==> src/rtl/rsb_params.svh <==
// Purpose: Named constants for the reset source and break status bank
// Assumes: 32-bit classic Wishbone, one register per aligned word
// Notes: Definitions only
`ifndef RSB_PARAMS_SVH
`define RSB_PARAMS_SVH

// Register word indices (byte address is four times the index)
`define RSB_IDX_BREAK_WAIT 6'h00
`define RSB_IDX_RESET_SOURCE 6'h01
`define RSB_IDX_BREAK_CONTROL 6'h02

// Address and lane positions
`define RSB_ADR_HI 7
`define RSB_ADR_LO 2
`define RSB_LANE0 0

// Break wait status fields
`define RSB_WAIT_FLAG_BIT 1

// Reset source status fields
`define RSB_SRC_COUNT 6
`define RSB_SRC_LOW_VOLT 0
`define RSB_SRC_BAD_ADDR 1
`define RSB_SRC_BAD_OP 2
`define RSB_SRC_WDOG 3
`define RSB_SRC_PIN 4
`define RSB_SRC_POR 5
`define RSB_SRC_LSB 2

// Break flag control fields
`define RSB_CLEAR_EN_BIT 7

// Reset values
`define RSB_SRC_RESET 6'h20
`define RSB_SRC_NONE 6'h00
`define RSB_WAIT_FLAG_RESET 1'b0
`define RSB_CLEAR_EN_RESET 1'b0
`define RSB_DATA_ZERO 32'h0000_0000

`endif

==> src/rtl/rsb_pkg.sv <==
// Purpose: Types shared by the reset source and break status bank
// Assumes: Constants live in rsb_params.svh
// Notes: Gray coded bus handshake states
package rsb_pkg;

    typedef enum logic [1:0] {
        BUS_IDLE = 2'b00,
        BUS_ACK = 2'b01
    } bus_state_type;

endpackage

==> src/rtl/wb_reg_port.sv <==
// Purpose: Classic Wishbone slave handshake for a small register bank
// Assumes: Master holds the request until it sees ack
// Notes: Ack comes one cycle after the request is seen
`timescale 1ns/1ns
`include "rsb_params.svh"

module wb_reg_port (
    // Clock and reset
    input wire logic clock,
    input wire logic reset,
    // Bus request
    input wire logic wbCyc,
    input wire logic wbStb,
    // Bus answer
    output logic wbAck,
    // Decoded access
    output logic accessStrobe
);

    rsb_pkg::bus_state_type state;
    rsb_pkg::bus_state_type next_state;
    logic request;

    assign request = wbCyc & wbStb;
    assign accessStrobe = (state == rsb_pkg::BUS_IDLE) & request;
    assign next_state = accessStrobe ? rsb_pkg::BUS_ACK : rsb_pkg::BUS_IDLE;
    assign wbAck = (state == rsb_pkg::BUS_ACK);

    always_ff @(posedge clock or posedge reset) begin
        if (reset) begin
            state <= rsb_pkg::BUS_IDLE;
        end else begin
            state <= next_state;
        end
    end

endmodule // wb_reg_port

==> src/rtl/clear_step_guard.sv <==
// Purpose: Two-step flag clear sequencer honouring break protection
// Assumes: Step inputs are one-cycle pulses on the same clock
// Notes: An armed first step survives break entry and exit
`timescale 1ns/1ns

module clear_step_guard (
    // Clock and reset
    input wire logic clock,
    input wire logic reset,
    // Steps and permission
    input wire logic stepOne,
    input wire logic stepTwo,
    input wire logic clearAllowed,
    // Result
    output logic clearPulse,
    output logic armed
);

    logic next_armed;
    logic next_clear;

    assign next_clear = armed & stepTwo & clearAllowed;
    assign next_armed = stepOne | (armed & ~next_clear);

    always_ff @(posedge clock or posedge reset) begin
        if (reset) begin
            armed <= 1'b0;
            clearPulse <= 1'b0;
        end else begin
            armed <= next_armed;
            clearPulse <= next_clear;
        end
    end

endmodule // clear_step_guard

==> src/rtl/reset_source_and_break_status.sv <==
// Purpose: Reset source, break wait and break flag control registers
// Assumes: Reset is power-on; other reset sources arrive as event inputs
// Notes: Registers sit at word offsets on a classic Wishbone slave
`timescale 1ns/1ns
`include "rsb_params.svh"

module reset_source_and_break_status (
    // Clock and power-on reset
    input wire logic clock,
    input wire logic reset,
    // Wishbone slave
    input wire logic wbCyc,
    input wire logic wbStb,
    input wire logic wbWe,
    input wire logic [7:0] wbAdr,
    input wire logic [3:0] wbSel,
    input wire logic [31:0] wbDatIn,
    output logic [31:0] wbDatOut,
    output logic wbAck,
    // Reset sources
    input wire logic externalResetPin_n,
    input wire logic watchdogTimeout,
    input wire logic illegalOpcode,
    input wire logic illegalAddress,
    input wire logic accessIsFetch,
    input wire logic lowVoltageTrip,
    // Break and wait
    input wire logic breakActive,
    input wire logic breakWakeFromWait,
    // Two-step clear service for other modules
    input wire logic flagStepOne,
    input wire logic flagStepTwo,
    output logic flagTwoStepClear,
    // Status to the system
    output logic breakClearEnableOut,
    output logic statusClearAllowed,
    output logic systemResetRequest
);

    // Decoding
    function automatic logic hitsIndex(input logic [5:0] index, input logic [5:0] target);
        hitsIndex = (index == target);
    endfunction

    logic accessStrobe;
    logic [5:0] regIndex;
    logic readStrobe;
    logic writeStrobe;
    logic lane0Write;
    logic hitBreakWait;
    logic hitResetSource;
    logic hitBreakControl;
    logic pinSync1;
    logic pinSync2;
    logic pinSyncLast;
    logic pinEvent;
    logic fetchFault;
    logic [`RSB_SRC_COUNT-1:0] sourceEvent;
    logic anyEvent;
    logic [`RSB_SRC_COUNT-1:0] resetFlags;
    logic [`RSB_SRC_COUNT-1:0] next_resetFlags;
    logic readClear;
    logic breakWaitFlag;
    logic next_breakWaitFlag;
    logic breakWaitClear;
    logic breakClearEnable;
    logic next_breakClearEnable;
    logic [31:0] readValue;
    logic [31:0] next_wbDatOut;
    logic guardArmed;

    // Power-on value of the six source flags
    localparam logic [`RSB_SRC_COUNT-1:0] SRC_POWER_ON = `RSB_SRC_RESET;

    // Bus handshake
    wb_reg_port busPort (
        .clock(clock),
        .reset(reset),
        .wbCyc(wbCyc),
        .wbStb(wbStb),
        .wbAck(wbAck),
        .accessStrobe(accessStrobe)
    );

    assign regIndex = wbAdr[`RSB_ADR_HI:`RSB_ADR_LO];
    assign readStrobe = accessStrobe & ~wbWe;
    assign writeStrobe = accessStrobe & wbWe;
    assign lane0Write = writeStrobe & wbSel[`RSB_LANE0];
    assign hitBreakWait = hitsIndex(regIndex, `RSB_IDX_BREAK_WAIT);
    assign hitResetSource = hitsIndex(regIndex, `RSB_IDX_RESET_SOURCE);
    assign hitBreakControl = hitsIndex(regIndex, `RSB_IDX_BREAK_CONTROL);

    // Clear permission in break state
    assign statusClearAllowed = ~breakActive | breakClearEnable;
    assign breakClearEnableOut = breakClearEnable;

    // Pin synchroniser and edge detect
    always_ff @(posedge clock or posedge reset) begin
        if (reset) begin
            pinSync1 <= 1'b0;
            pinSync2 <= 1'b0;
            pinSyncLast <= 1'b0;
        end else begin
            pinSync1 <= ~externalResetPin_n;
            pinSync2 <= pinSync1;
            pinSyncLast <= pinSync2;
        end
    end

    assign pinEvent = pinSync2 & ~pinSyncLast;
    assign fetchFault = illegalAddress & accessIsFetch;

    // Source event vector
    assign sourceEvent[`RSB_SRC_POR] = 1'b0;
    assign sourceEvent[`RSB_SRC_PIN] = pinEvent;
    assign sourceEvent[`RSB_SRC_WDOG] = watchdogTimeout;
    assign sourceEvent[`RSB_SRC_BAD_OP] = illegalOpcode;
    assign sourceEvent[`RSB_SRC_BAD_ADDR] = fetchFault;
    assign sourceEvent[`RSB_SRC_LOW_VOLT] = lowVoltageTrip;
    assign anyEvent = |sourceEvent;

    // Read clears unless protected; writes never touch the flags
    assign readClear = readStrobe & hitResetSource & statusClearAllowed;

    // Six source flags
    genvar i;
    generate
        for (i = 0; i < `RSB_SRC_COUNT; i = i + 1) begin : gFlag
            assign next_resetFlags[i] = anyEvent ? sourceEvent[i] :
                (readClear ? 1'b0 : resetFlags[i]);
            always_ff @(posedge clock or posedge reset) begin
                if (reset) begin
                    resetFlags[i] <= SRC_POWER_ON[i];
                end else begin
                    resetFlags[i] <= next_resetFlags[i];
                end
            end
        end
    endgenerate

    // Break wait flag
    assign breakWaitClear = lane0Write & hitBreakWait & ~wbDatIn[`RSB_WAIT_FLAG_BIT] &
        statusClearAllowed;
    assign next_breakWaitFlag = anyEvent ? `RSB_WAIT_FLAG_RESET :
        (breakWakeFromWait ? 1'b1 :
        (breakWaitClear ? 1'b0 : breakWaitFlag));

    // Break clear enable
    assign next_breakClearEnable = anyEvent ? `RSB_CLEAR_EN_RESET :
        ((lane0Write & hitBreakControl) ? wbDatIn[`RSB_CLEAR_EN_BIT] :
        breakClearEnable);

    always_ff @(posedge clock or posedge reset) begin
        if (reset) begin
            breakWaitFlag <= `RSB_WAIT_FLAG_RESET;
            breakClearEnable <= `RSB_CLEAR_EN_RESET;
            systemResetRequest <= 1'b0;
        end else begin
            breakWaitFlag <= next_breakWaitFlag;
            breakClearEnable <= next_breakClearEnable;
            systemResetRequest <= anyEvent;
        end
    end

    // Read data
    assign readValue = hitBreakWait ? (32'(breakWaitFlag) << `RSB_WAIT_FLAG_BIT) :
        hitResetSource ? (32'(resetFlags) << `RSB_SRC_LSB) :
        hitBreakControl ? (32'(breakClearEnable) << `RSB_CLEAR_EN_BIT) :
        `RSB_DATA_ZERO;
    assign next_wbDatOut = readStrobe ? readValue : wbDatOut;

    always_ff @(posedge clock or posedge reset) begin
        if (reset) begin
            wbDatOut <= `RSB_DATA_ZERO;
        end else begin
            wbDatOut <= next_wbDatOut;
        end
    end

    // Two-step clear for other modules
    clear_step_guard stepGuard (
        .clock(clock),
        .reset(reset),
        .stepOne(flagStepOne),
        .stepTwo(flagStepTwo),
        .clearAllowed(statusClearAllowed),
        .clearPulse(flagTwoStepClear),
        .armed(guardArmed)
    );
endmodule // reset_source_and_break_status

==> config.mk <==
export PLATFORM = sky130hd
export DESIGN_NAME = reset_source_and_break_status
export DESIGN_NICKNAME = d
export VERILOG_FILES = /design/src/rtl/rsb_pkg.sv /design/src/rtl/wb_reg_port.sv /design/src/rtl/clear_step_guard.sv /design/src/rtl/reset_source_and_break_status.sv
export VERILOG_INCLUDE_DIRS = /design/src /design/src/rtl
export SDC_FILE = /design/constraint.sdc
export NUM_CORES = 1
export LEC_CHECK = 0
export ABC_AREA = 1
export BUFFER_PORTS_ARGS = -buffer_cell sky130_fd_sc_hd__buf_4
export CAP_MARGIN = 20
export CORE_MARGIN = 8
export CORE_UTILIZATION = 34
export CTS_CLUSTER_DIAMETER = 60
export CTS_CLUSTER_SIZE = 40
export DETAILED_ROUTE_END_ITERATION = 8
export GPL_TIMING_DRIVEN = 0
export PLACE_DENSITY = 0.75
export SYNTH_ARGS = -nofsm -noshare
export SYNTH_HDL_FRONTEND = slang
export SYNTH_SLANG_ARGS = --single-unit
==> constraint.sdc <==
create_clock -name clock -period 0.97 [get_ports clock]
set_input_delay 0.0485 -clock clock [delete_from_list [all_inputs] [get_ports clock]]
set_output_delay 0.0485 -clock clock [all_outputs]
set_load 0.01 [all_outputs]
Word level (Yosys, flattened, before mapping)
Index checks and enable logic that the tools add are counted.
{ "op_classes": {"n_addsub": 0, "mul": 0, "div": 0, "order_cmp": 0, "n_eq_ne": 3, "n_shift": 0, "n_mux": 16, "bitwise": 24, "reduce_logical": 6} }
{ "op_table": {"columns": ["op", "count"], "rows": [
  ["$mux W8", 3],
  ["$and A1 B1 Y1", 16],
  ["$mux W1", 13],
  ["$eq A6 B1 Y1 const B", 1],
  ["$eq A6 B2 Y1 const B", 1],
  ["$logic_not A6 Y1", 1],
  ["$not A1 Y1", 6],
  ["$reduce_or A5 Y1", 1],
  ["$reduce_bool A2 Y1", 2],
  ["$reduce_bool A3 Y1", 1],
  ["$eq A2 B1 Y1 const B", 1],
  ["$logic_not A2 Y1", 1],
  ["$or A1 B1 Y1", 2]
]} }
{ "word_totals": {"ff_bits": 48, "latch_bits": 0, "ramBits": 0, "mem_bits_ro": 0, "input_bits": 59, "output_inout_bits": 37, "elab_cells": 65, "memories": 0} }

Logic depth before layout (Yosys ltp)
{ "logic_depth": {"depth_word": 10, "depth_mapped": 7, "ltp_nobuf": 7} }

By module
Synthesis repeated with hierarchy kept, for this count alone.
{ "hier_totals": {"hier_cells": 133, "area_unflattened_um2": 1143.6} }
{ "modules_own_cells": {"columns": ["module", "instances", "cells_per_inst", "area_per_inst_um2", "seq_area_each_um2"], "rows": [
  ["reset_source_and_break_status", 1, 120, 1028.5, 476.7],
  ["clear_step_guard", 1, 9, 76.3, 50.0],
  ["wb_reg_port", 1, 4, 38.8, 25.0]
]} }

Least setup slack after synthesis
OpenSTA, ideal clock, no wires.
{ "synth_path": {"kind": "register to register", "startpoint": "register busPort.state[0]", "endpoint": "register resetFlags[0]", "setup_time_ns": 0.117, "arrival_time_ns": 0.964, "required_ns": 0.853, "path_slack_ns": -0.111, "path_stages_with_launch": 7, "n_path_buf": 0, "period_less_slack_ns": 1.081, "path_cell_list": "dfrtp_1 inv_1 nand3_2 nor2_8 nand3_4 nand3_1 nand2_1"} }
{ "synth_via": {"elab_chain_cells": 6} }
{ "synth_rtl": {"columns": ["element", "line_no", "text"], "rows": [
  ["start: declaration", "wb_reg_port.sv:20", "rsb_pkg::bus_state_type state;"],
  ["start signal: assignment", "wb_reg_port.sv:31", "state <= rsb_pkg::BUS_IDLE;"],
  ["start signal: assignment", "wb_reg_port.sv:33", "state <= next_state;"],
  ["$logic_not A2 Y1", "wb_reg_port.sv:25", "assign accessStrobe = (state == rsb_pkg::BUS_IDLE) & request;"],
  ["$and A1 B1 Y1", "wb_reg_port.sv:25", null],
  ["$and A1 B1 Y1", "reset_source_and_break_status.sv:86", "assign readStrobe = accessStrobe & ~wbWe;"],
  ["$and A1 B1 Y1 (2 in a row)", "reset_source_and_break_status.sv:123", "assign readClear = readStrobe & hitResetSource & statusClearAllowed;"],
  ["$reduce_bool A2 Y1 (no line)", null, null],
  ["end signal: indexed assignment", "reset_source_and_break_status.sv:133", "resetFlags[i] <= SRC_POWER_ON[i];"],
  ["end signal: indexed assignment", "reset_source_and_break_status.sv:135", "resetFlags[i] <= next_resetFlags[i];"],
  ["end: declaration", "reset_source_and_break_status.sv:60", "logic [`RSB_SRC_COUNT-1:0] resetFlags;"]
]} }
No other way between the ends.
A chain may end at the register's enable or synchronous reset.

Worst setup path in the final report
{ "layout_path": {"startpoint": "register busPort.state[0]", "endpoint": "register resetFlags[1]"} }
Same word-level chain as after synthesis.

==> impl_metrics.csv <==
group,metric,value,unit
status,outcome,"finished with violations",
status,violations,"hold timing, setup timing",
clock_tree,path_clk_slew,0.12,ns
global_route,grt_pass1_wl,4440,microns
floorplanning,num_rows,21,
setup_path,path_class,"flip-flop to flip-flop",
pwr,p_int,1.58,mW
pwr,cellPowerDensity,1100,nW/um^2
timing,hold_viol,21,
pwr,peakVddDrop,0.770,mV
clock_tree,clk_path_buf_depth,2,
clock_tree,clk_latency,0.31,ns
clock_tree,cts.sinks,22,
setup_path,regToRegSetupSlack,-0.12,ns
route,vias_per_cell,3.81,
global_route,antenna_found_initial,0,
logic_synthesis,yosysSeqAreaShare,47.7,%
setup_path,cp-end-kind,"flip-flop",
pwr,p_sw,477,uW
floorplanning,die_h,74.3,microns
timing,fin_skew,0.00622,ns
timing,timing.fmax,920,MHz
setup_path,worstSetupStartpointType,"flip-flop",
timing,relSlewSlack,44.3,%
route,drc,0,
route,num_vias,990,
place,dpl.hpwl,2020,microns
pwr,switching_share,23.2,%
layout,utilization,56.3,%
timing,tns,-1.48,ns
clock_tree,cts_tree,"built",
route,routed_wl,2670,microns
layout,fill_cells,316,
place,placed_cells,235,
route,wl_per_cell,10.3,microns
route,drtAntennaViolNets,0,
place,portBuffers,35,
logic_synthesis,synth_cell_types,20,
timing,rsz0062_at_grt,"true",
setup_path,critical_path_required,1.19,ns
floorplanning,initial_utilization,35.0,%
timing,max_slew.worst_pin.slew,0.834,ns
clock_tree,ctsRootBufferMaster,"clkbuf_4",
layout,drive_above_1_share,46.7,%
timing,setup_violations,17,
logic_synthesis,synth.avg_cell_area,8.90,sq um
clock_tree,cts_hold_buf,9,
logic_synthesis,yosys_warnings,0,
logic_synthesis,syn-instance-count,130,
pwr,p_clk_share,33.8,%
floorplanning,core-area,3310,sq um
job,drv_cap,0,
pwr,p_leak,1.06,nW
layout,area_delta_synth_final,61.2,%
pwr,seq_power_share,46.8,%
clock_tree,cts_buffers,3,
route,drtIter0Drc,35,
route,drt_pass1_iterations,4,
clock_tree,cts.htree.levels,1,
place,globalplace.congestion,0.687,
timing,holdWs,-0.109,ns
floorplanning,die_area,5530,sq um
timing,fin_crit_sh,112,%
logic_synthesis,ys_ff_latch,22,
min_path,hold_class,"primary input to async pin",
global_route,grt_max_degree,23,
layout,fin_cells,260,
setup_path,crit_path_max_fanout,6,
floorplanning,fp.dieW,74.3,microns
logic_synthesis,syn-cell-area,1160,sq um
timing,period_minus_slack,1.09,ns
layout,final_nets,274,
setup_path,cp_data_arrival_time,1.31,ns
floorplanning,ios,96,
global_route,grt_pass1_vias,1046,
timing,slew_violations,0,
layout,diodes,0,
global_route,grt-ovfl-total,0,
pwr,combPwrFrac,19.5,%
global_route,grt_usage,10.3,%
timing,setup_ws,-0.117,ns
## per-stage QoR
step	area (sq um)	worst slack (ns)	total power, mW
after floorplan	1250	-0.0965	1.19
after global placement	1580	-0.124	1.30
after detailed placement	1580	-0.144	1.30
after CTS	1820	-0.0959	2.07
after global routing	1870	-0.185	2.17
final	1870	-0.117	2.06
## Yosys cell counts
master    instances  area share (%)
nand2_1          31              10
buf_4            25              16
dfrtp_1          21              45
inv_1            15             4.9
nand3_1          14             6.1
nor2_1            6             1.9
nand2_2           2             1.1
nand4_1           2             1.1
nor2_2            2             1.1
nor2_8            2             3.5
a21oi_1           1            0.43
and3_1            1            0.54
conb_1            1            0.32
dfstp_2           1             2.3
inv_2             1            0.32
nand3_2           1            0.86
nand3_4           1             1.5
nor2_4            1            0.97
nor3_2            1            0.86
o21bai_1          1            0.65
## worst max-delay path, cell delays in order (launching register included)
cell and delay [ns]:
dfrtp_1 0.41, inv_2 0.07, nand3_4 0.10, nor2_8 0.15
nand3_4 0.13, nand3_1 0.09, nand2_1 0.05
## cell usage in the layout, fill, tap and decap left out, types with 2 or more instances in the layout
| cell type | Yosys | final |
|---|---|---|
| buf_4 | 25 | 68 |
| nand2_1 | 31 | 30 |
| conb_1 | 1 | 25 |
| dfrtp_1 | 21 | 21 |
| inv_1 | 15 | 12 |
| nand3_1 | 14 | 9 |
| dlygate4sd3_1 | 0 | 9 |
| nor2_2 | 2 | 5 |
| inv_2 | 1 | 4 |
| nand3_2 | 1 | 4 |
| nand2_2 | 2 | 3 |
| nand3_4 | 1 | 3 |
| nor2_1 | 6 | 3 |
| clkbuf_4 | 0 | 3 |
| buf_6 | 0 | 3 |
| nor2_8 | 2 | 2 |
| nor2_4 | 1 | 2 |
| nand4_1 | 2 | 2 |
## final timing paths
| path | start | endpoint | cells past startpoint |
|---|---|---|---|
| min | reset | pinSync1 | 2 |
| min in group clock | wbAdr[2] | breakClearEnableOut | 4 |
| max reg2reg | busPort.state[0] | resetFlags[1] | 6 |
| max in group asynchronous | reset | breakClearEnableOut | 2 |
| max | busPort.state[0] | resetFlags[1] | 6 |
| min reg2reg | pinSync1 | pinSync2 | 0 |
## kinds of logic (layout without fill, tap and decap cells)
family	after synthesis	in the layout	share of synthesized area (%)
AO/OA/AOI/OAI	2	2	1.08
buffers and inverters	41	100	21.4
flip-flops	22	22	47.7
other	1	25	0.324
AND/OR/NAND/NOR	64	65	29.5
## power by group through the flow
stage / Clock, mW / Combinational, mW / Sequential [mW]
finish: 0.695 / 0.401 / 0.963
global route: 0.764 / 0.442 / 0.968
CTS: 0.719 / 0.385 / 0.962
detailed placement: 0 / 0.323 / 0.979
global placement: 0 / 0.320 / 0.978
floorplan: 0 / 0.207 / 0.980
## state kept, by name, summed over array words and instances, names as in the netlist
name,cells
systemResetRequest,1
breakWaitFlag,1
stepGuard.clearPulse,1
stepGuard.armed,1
resetFlags,6
pinSyncLast,1
busPort.state,1
wbDatOut,7
breakClearEnableOut,1
pinSync2,1
pinSync1,1
## metal layers
metal  routed length (microns)  global-route usage, %  vias to the layer above
met5                         0                      0                        -
met4                        63                   6.09                        0
met3                       210                   3.23                        6
met2                      1370                   17.0                       33
met1                      1030                   11.5                      433
li1                          -                      -                      518
## cell type report
class | count | area (sq um) | share of cell area [%]
Buffer | 25 | 188 | 10.1
Clock buffer | 3 | 22.5 | 1.21
Clock inverter | 1 | 30.0 | 1.61
Inverter | 16 | 60.1 | 3.22
Multi-Input combinational cell | 92 | 509 | 27.3
Sequential cell | 22 | 552 | 29.6
Tap cell | 46 | 57.6 | 3.09
Timing Repair Buffer | 55 | 447 | 23.9
## what timing repair did
action,CTS,global route
setup endpoints to repair,17,20
buffers inserted,9,2
pin swaps,7,5
gates resized for setup,8,8
endpoints found under the hold margin,30,21
gates cloned,1,0
No activity file was read; power rests on OpenSTA's default activity.
